===== config.mk =====
export PLATFORM = sky130hd
export DESIGN_NAME = smie_entry
export DESIGN_NICKNAME = d
export VERILOG_FILES = /design/src/core/smie_pkg.sv /design/src/core/smie_edge_latch.sv /design/src/core/smie_entry.sv
export SDC_FILE = /design/constraint.sdc
export NUM_CORES = 1
export LEC_CHECK = 0
export BUFFER_PORTS_ARGS = -buffer_cell sky130_fd_sc_hd__buf_2
export CELL_PAD_IN_SITES_DETAIL_PLACEMENT = 2
export CELL_PAD_IN_SITES_GLOBAL_PLACEMENT = 2
export CORE_UTILIZATION = 24
export CTS_CLUSTER_SIZE = 28
export DETAILED_ROUTE_END_ITERATION = 8
export GPL_ROUTABILITY_DRIVEN = 1
export PLACE_DENSITY = 0.67
export SYNTH_ARGS = -nofsm -noshare
export SYNTH_HDL_FRONTEND = slang
export SYNTH_SLANG_ARGS = --single-unit
export TNS_END_PERCENT = 1

===== constraint.sdc =====
create_clock -name core_clk -period 1.8 [get_ports core_clk]
set_clock_uncertainty 0.2 [all_clocks]
set_input_delay 0.45 -clock core_clk [delete_from_list [all_inputs] [get_ports core_clk]]
set_output_delay 0.45 -clock core_clk [all_outputs]
set_load 0.1 [all_outputs]

===== src/core/smie_pkg.sv =====
package smie_pkg;
   // edge detector reset level: request line idles high
   localparam logic REQ_IDLE_LEVEL = 1'b1;
   // mode-active output reset level: inactive high
   localparam logic MODE_OUT_RESET = 1'b1;
   // one-hot entry sequencer codes
   typedef enum logic [2:0] {
      SMIE_RUN = 3'b001,
      SMIE_ENTER = 3'b010,
      SMIE_MGMT = 3'b100
   } smie_state_type;
endpackage


===== src/core/smie_edge_latch.sv =====
`timescale 1ns/100ps
// falling-edge capture of the active-low request with a pending latch
module smie_edge_latch
   import smie_pkg::*;
(
   input wire logic core_clk,
   input wire logic rst,
   input wire logic reqN,
   input wire logic clearPend,
   output logic pending
);
   logic reqPrev_r; // last sampled request level
   logic reqPrev_nxt;
   logic pend_r; // sticky pending flag
   logic pend_nxt;
   logic fallEdge; // high-to-low seen this cycle

   // next-state: a new edge wins over a same-cycle clear so no request is lost
   always_comb begin
      reqPrev_nxt = reqN;
      fallEdge = reqPrev_r & ~reqN;
      pend_nxt = pend_r;
      if (clearPend) begin
         pend_nxt = 1'b0;
      end
      if (fallEdge) begin
         pend_nxt = 1'b1;
      end
   end

   // registers only
   always_ff @(posedge core_clk) begin
      if (rst) begin
         reqPrev_r <= REQ_IDLE_LEVEL;
         pend_r <= 1'b0;
      end else begin
         reqPrev_r <= reqPrev_nxt;
         pend_r <= pend_nxt;
      end
   end

   assign pending = pend_r;

   // a falling edge always leaves the latch set next cycle
   edge_sets_pend_a: assert property (@(posedge core_clk) disable iff (rst)
      (reqPrev_r && !reqN) |=> pend_r)
      else $error("falling edge did not set pending");
   // a steady low level never creates a request by itself
   level_no_pend_a: assert property (@(posedge core_clk) disable iff (rst)
      (!pend_r && !reqPrev_r && !clearPend) |=> !pend_r)
      else $error("pending set without a falling edge");
endmodule // smie_edge_latch


===== src/core/smie_entry.sv =====
`timescale 1ns/100ps
// Summary of operation
// - latch request on its falling edge
// - management request outranks other external interrupts
// - finish current instruction, then enter mode
// - sample at boundaries and string iterations
// - never enter inside locked cycles or mode
// - capture new edges while in mode
// - held request served only after resume
// - mode output low from entry to resume
module smie_entry
   import smie_pkg::*;
(
   input wire logic core_clk,
   input wire logic rst,
   input wire logic mgmtInterruptReqN,
   input wire logic instrBoundary,
   input wire logic stringIterBoundary,
   input wire logic lockedCycle,
   input wire logic extIntReq,
   input wire logic resumeFromMgmtInstruction,
   input wire logic entryDone,
   output logic mgmtModeActiveN,
   output logic mgmtEntryStart,
   output logic extIntTake,
   output logic mgmtPending
);
   // interface notes:
   // - the request pin is treated as synchronous; a falling edge is a high
   //   sample followed by a low sample on the next edge
   // - entry is only decided at a legal slot: an instruction boundary or a
   //   gap between string iterations, outside a locked bus sequence
   // - entryDone comes from the core once state saving is finished; the
   //   resume pulse is ignored until that has happened
   // - every output is a flip-flop, so decisions show one cycle later
   // - a second request arriving in the mode stays pending and waits
   //   for the first slot after the resume
   // - the grant for the ordinary interrupt path stays high as long as the request and an open slot last in the run state with no management request waiting;
   //   the core is expected to pick it up in that same cycle

   smie_state_type state_r; // entry sequencer
   smie_state_type state_nxt;
   logic modeN_r; // active-low mode output
   logic modeN_nxt;
   logic start_r; // one-cycle entry strobe
   logic start_nxt;
   logic extTake_r; // other interrupt granted
   logic extTake_nxt;
   logic pendQ_r; // registered pending view
   logic pend; // pending from edge latch
   logic takeSlot; // a legal sampling point
   logic takeMgmt; // entry decision this cycle

   // state decode shared by both decision paths
   function automatic logic isRun(input smie_state_type s);
      return s == SMIE_RUN;
   endfunction

   // legal slot decode, shared by entry and the ordinary grant
   function automatic logic slotOpen(input logic instrB, input logic iterB, input logic locked);
      return (instrB | iterB) & ~locked;
   endfunction

   // pending capture keeps running in every state
   smie_edge_latch u_latch (
      .core_clk(core_clk),
      .rst(rst),
      .reqN(mgmtInterruptReqN),
      .clearPend(takeMgmt),
      .pending(pend)
   );

   // decision: only at boundaries, outside locked cycles and outside the mode
   always_comb begin
      takeSlot = slotOpen(instrBoundary, stringIterBoundary, lockedCycle);
      takeMgmt = pend & takeSlot & isRun(state_r);
      state_nxt = state_r;
      modeN_nxt = modeN_r;
      start_nxt = 1'b0;
      unique case (state_r)
         SMIE_RUN: begin
            if (takeMgmt) begin
               state_nxt = SMIE_ENTER;
               modeN_nxt = 1'b0;
               start_nxt = 1'b1;
            end
         end
         SMIE_ENTER: begin
            // wait for the core to finish saving state
            if (entryDone) begin
               state_nxt = SMIE_MGMT;
            end
         end
         SMIE_MGMT: begin
            // resume ends the mode; held request waits for the next slot
            if (resumeFromMgmtInstruction) begin
               state_nxt = SMIE_RUN;
               modeN_nxt = 1'b1;
            end
         end
      endcase
   end

   // sequencer registers only
   always_ff @(posedge core_clk) begin
      if (rst) begin
         state_r <= SMIE_RUN;
         modeN_r <= MODE_OUT_RESET;
         start_r <= 1'b0;
         pendQ_r <= 1'b0;
      end else begin
         state_r <= state_nxt;
         modeN_r <= modeN_nxt;
         start_r <= start_nxt;
         pendQ_r <= pend;
      end
   end

   // ordinary interrupt grant: only when no management request waits
   // a waiting management request blocks the grant even at an open slot,
   // which costs a little latency but keeps the ordering simple
   always_comb begin
      extTake_nxt = extIntReq & takeSlot & ~pend & isRun(state_r);
   end

   // grant register only
   always_ff @(posedge core_clk) begin
      if (rst) begin
         extTake_r <= 1'b0;
      end else begin
         extTake_r <= extTake_nxt;
      end
   end

   assign mgmtModeActiveN = modeN_r;
   assign mgmtEntryStart = start_r;
   assign extIntTake = extTake_r;
   assign mgmtPending = pendQ_r;

   // entry strobe only follows a boundary of either kind
   entry_needs_slot_a: assert property (@(posedge core_clk) disable iff (rst)
      start_r |-> $past(instrBoundary) || $past(stringIterBoundary))
      else $error("entry outside a boundary");

   // a locked sequence must never be split by entry
   no_locked_entry_a: assert property (@(posedge core_clk) disable iff (rst)
      start_r |-> !$past(lockedCycle))
      else $error("entry during locked cycles");

   // the mode output falls together with the entry strobe
   entry_drives_low_a: assert property (@(posedge core_clk) disable iff (rst)
      start_r |-> !modeN_r && $past(modeN_r))
      else $error("mode output not asserted at entry");

   // in the mode the output stays low until resume
   mode_held_low_a: assert property (@(posedge core_clk) disable iff (rst)
      (!modeN_r && !resumeFromMgmtInstruction && state_r == SMIE_MGMT) |=> !modeN_r)
      else $error("mode output released without resume");

   // no second entry while the output is still low
   no_reentry_a: assert property (@(posedge core_clk) disable iff (rst)
      $past(!modeN_r) |-> !start_r)
      else $error("entry while already in mode");

   // the ordinary grant never passes a waiting request
   mgmt_priority_a: assert property (@(posedge core_clk) disable iff (rst)
      extTake_r |-> !$past(pend))
      else $error("other interrupt taken over pending request");

   // entry empties the latch unless a fresh edge lands in that cycle
   entry_clears_a: assert property (@(posedge core_clk) disable iff (rst)
      (takeMgmt && mgmtInterruptReqN) |=> !pend)
      else $error("pending not cleared at entry");

   // a waiting request is taken at the first open slot
   pend_served_a: assert property (@(posedge core_clk) disable iff (rst)
      (pend && takeSlot && state_r == SMIE_RUN) |=> start_r ##0 !modeN_r)
      else $error("pending request not taken at slot");

   // the entry strobe is a single cycle wide
   start_single_a: assert property (@(posedge core_clk) disable iff (rst)
      start_r |=> !start_r)
      else $error("entry strobe longer than one cycle");

   // while state is being saved the output is already low
   enter_keeps_low_a: assert property (@(posedge core_clk) disable iff (rst)
      (state_r == SMIE_ENTER) |-> !modeN_r)
      else $error("mode output high during entry");

   // resume in the mode releases the output on the next edge
   resume_releases_a: assert property (@(posedge core_clk) disable iff (rst)
      (state_r == SMIE_MGMT && resumeFromMgmtInstruction) |=> modeN_r && state_r == SMIE_RUN)
      else $error("resume did not leave the mode");

   // a held request is never started from outside the run state
   held_waits_a: assert property (@(posedge core_clk) disable iff (rst)
      (state_r != SMIE_RUN) |=> !start_r)
      else $error("entry started outside the run state");

   // the mode output only falls as part of an entry
   fall_needs_entry_a: assert property (@(posedge core_clk) disable iff (rst)
      $fell(modeN_r) |-> start_r)
      else $error("mode output fell without entry");

   // the ordinary grant also needs an open slot
   ext_needs_slot_a: assert property (@(posedge core_clk) disable iff (rst)
      extTake_r |-> $past(takeSlot))
      else $error("other interrupt granted outside a slot");
endmodule // smie_entry


==> results_dict.tcl <==
set metrics [dict create \
    grt_start_max_net_pins 8 \
    period_needed_ns 1.67 \
    drv_cap 0 \
    dp.final_hpwl_um 648 \
    fmax_mhz 600 \
    syn_nets 41 \
    wl_per_cell_um 13.2 \
    drive_above_1_share 0.333 \
    first_iter_violations 2 \
    post_cts_resized 0 \
    vias 295 \
    whs_endpoint "u_latch.reqPrev_r$_SDFF_PP1_" \
    synth_edf_count 0 \
    ios 13 \
    p_per_area_nw_per_um2 1100 \
    cp_top_family "buffers and inverters" \
    relSlewSlack 0.678 \
    routabilityCongestion 0.672 \
    wirelength_um 816 \
    netlist_area_um2 324 \
    report.final.slew_viol_count 0 \
    die_area_um2 1500 \
    synth_area_leaders "dfxtp_1 56%, nor2_1 5.8%, inv_1 3.5%" \
    synth_most_common_cell "dfxtp_1" \
    viasPerCell 4.76 \
    cp-start-kind "flip-flop" \
    arrival_ns 1.02 \
    setup_viol 0 \
    core_um2 1190 \
    cts.clk_slew.worst_paths_ns 0.07 \
    cp.buffers_inverters 1 \
    synth_top_area_frac 0.556 \
    clock_latency_ns 0.27 \
    area_growth_pct 32.4 \
    hold-path-cell-count 3 \
    path_cells "buf_2" \
    globalRouteOverflowTotal 0 \
    cp.required_ns 1.15 \
    ys_seq_elements 9 \
    grt_pass1_wl_um 1340 \
    leakagePower_uw 0.000195 \
    final_util 0.362 \
    antenna_found_initial 0 \
    antenna_cells 0 \
    cts_tree "built" \
    cts.sinks 9 \
    initial_utilization 0.273 \
    ant_nets 0 \
    worstMarginPinSlew_ns 0.486 \
    crit_path_max_fanout 2 \
    crit_path_end_kind "output pin" \
    ff2ff_path_depth 3 \
    cts.path.max_buffers 2 \
    worst_hold_slack_ns 0.174 \
    critPathSlowestCell "buf_2" \
    avgSynthCellArea_um2 10.1 \
    rsz0062_at_grt "false" \
    drt_first_pass_iters 2 \
    synth_cell_type_count 17 \
    ys_warn_count 0 \
    ir_drop_v 0.000376 \
    die_w_um 38.7 \
    outcome "finished, final reports clean" \
    worst-setup-path-type "reg -> out" \
    worst_r2r_startpoint "u_latch.pending$_SDFFE_PP0P_" \
    drcViolationCount 0 \
    hold_buffers 0 \
    die_y_um 38.7 \
    max_stage_delay_ns 0.42 \
    hold_viol 0 \
    grt_pass1_vias 311 \
    hold_path_class "in -> reg" \
    cts_buffers 3 \
    synthTopCellsByCount "9 x dfxtp_1, 5 x nor2_1, 3 x inv_1, 2 x nor3_1" \
    synth_top_cell_by_area "dfxtp_1" \
    fin_crit_sh 0.926 \
    post_cts_buffers 0 \
    min_from "mgmtInterruptReqN" \
    io_buffers 12 \
    final.setup.tns_ns 0 \
    synth_ff_type "dfxtp_1" \
    ys_seq_area_frac 0.556 \
    syn_inst 32 \
    worstReg2RegEnd "state_r[0]$_SDFFE_PP1P_" \
    rows 12 \
    nets 58 \
    grt_use_total 0.143 \
    cts-root-buf "clkbuf_4" \
    h-tree-depth 1 \
    regToRegSetupSlack_ns 0.38 \
    synthArstFlopShare 0 \
]
==> kinds of logic (layout without fill, tap and decap cells) <==
| family | count (synthesis) | after routing | synth area share |
|---|---|---|---|
| buf+inv | 3 | 19 | 0.0347 |
| simple gates | 16 | 16 | 0.305 |
| flops | 9 | 9 | 0.556 |
| compound gates | 4 | 4 | 0.104 |
==> worst max path at each step <==
| stage | slack (ns) | to | cells after the start | from |
|---|---|---|---|---|
| finish | 0.13 | mgmtModeActiveN | 1 | mgmtModeActiveN$_SDFFE_PP1P_ |
| global route | 0.1 | mgmtModeActiveN | 1 | mgmtModeActiveN$_SDFFE_PP1P_ |
| CTS | 0.12 | mgmtModeActiveN | 1 | mgmtModeActiveN$_SDFFE_PP1P_ |
| detailed placement | 0.24 | state_r[0]$_SDFFE_PP1P_ | 3 | lockedCycle |
| global placement | 0.26 | state_r[0]$_SDFFE_PP1P_ | 3 | lockedCycle |
| floorplan | 0.23 | mgmtModeActiveN | 0 | mgmtModeActiveN$_SDFFE_PP1P_ |
==> final cells by class <==
| type | instances | area [um2] |
|---|---|---|
| Multi-Input combinational cell | 20 | 133 |
| Sequential cell | 9 | 180 |
| Timing Repair Buffer | 12 | 60.1 |
| Clock buffer | 3 | 22.5 |
| Fill cell | 136 | 757 |
| Inverter | 3 | 11.3 |
| Clock inverter | 1 | 5.00 |
| Tap cell | 14 | 17.5 |
==> cells in the final DEF (no fill, tap or decap), drive strengths merged <==
| cell type | netlist | final |
|---|---|---|
| buf | 0 | 12 |
| o311a | 1 | 1 |
| nand4bb | 1 | 1 |
| nand2 | 1 | 1 |
| nor3 | 2 | 2 |
| or3 | 1 | 1 |
| a21oi | 1 | 1 |
| nor3b | 1 | 1 |
| clkbuf | 0 | 3 |
| nor2 | 5 | 5 |
| inv | 3 | 3 |
| nor4bb | 1 | 1 |
| or2b | 1 | 1 |
| nor4 | 1 | 1 |
| a22o | 1 | 1 |
| dfxtp | 9 | 9 |
| and3b | 1 | 1 |
| clkinv | 0 | 1 |
| o32a | 1 | 1 |
| nor4b | 1 | 1 |
==> power breakdown <==
| group | leakage, uW | total, uW | internal (uW) | switching (uW) |
|---|---|---|---|---|
| registers | 0.0000741 | 229 | 214 | 15.0 |
| clock network | 0.0000177 | 159 | 82.1 | 76.9 |
| logic | 0.000103 | 83.2 | 28.5 | 54.7 |
==> layer usage <==
metal / global-route usage / share of wire / vias up
li1: - / - / 148
met1: 0.151 / 0.42 / 135
met2: 0.229 / 0.50 / 10
met3: 0.0520 / 0.058 / 2
met4: 0.103 / 0.012 / 0
met5: 0 / 0 / -
==> per-stage QoR <==
step | setup WS (ns) | cells | power (uW) | instance area [um2]
floorplan | 0.225 | 32 | 292 | 324
global placement | 0.264 | 58 | 312 | 402
detailed placement | 0.239 | 58 | 318 | 402
CTS | 0.122 | 62 | 478 | 429
global route | 0.0957 | 62 | 495 | 429
finish | 0.133 | 62 | 472 | 429
==> sequential cells by signal, indices dropped and copies added (netlist names) <==
signal and cells:
extIntTake 1, state_r 3, mgmtPending 1, u_latch.reqPrev_r 1, mgmtEntryStart 1, u_latch.pending 1
mgmtModeActiveN 1
==> worst register-to-register path: stages, from the launching register on <==
cell and delay [ns]:
dfxtp_1 0.36, inv_1 0.06, o311a_1 0.35, or3_1 0.34
Note: power is estimated with default switching activity, not from simulation.
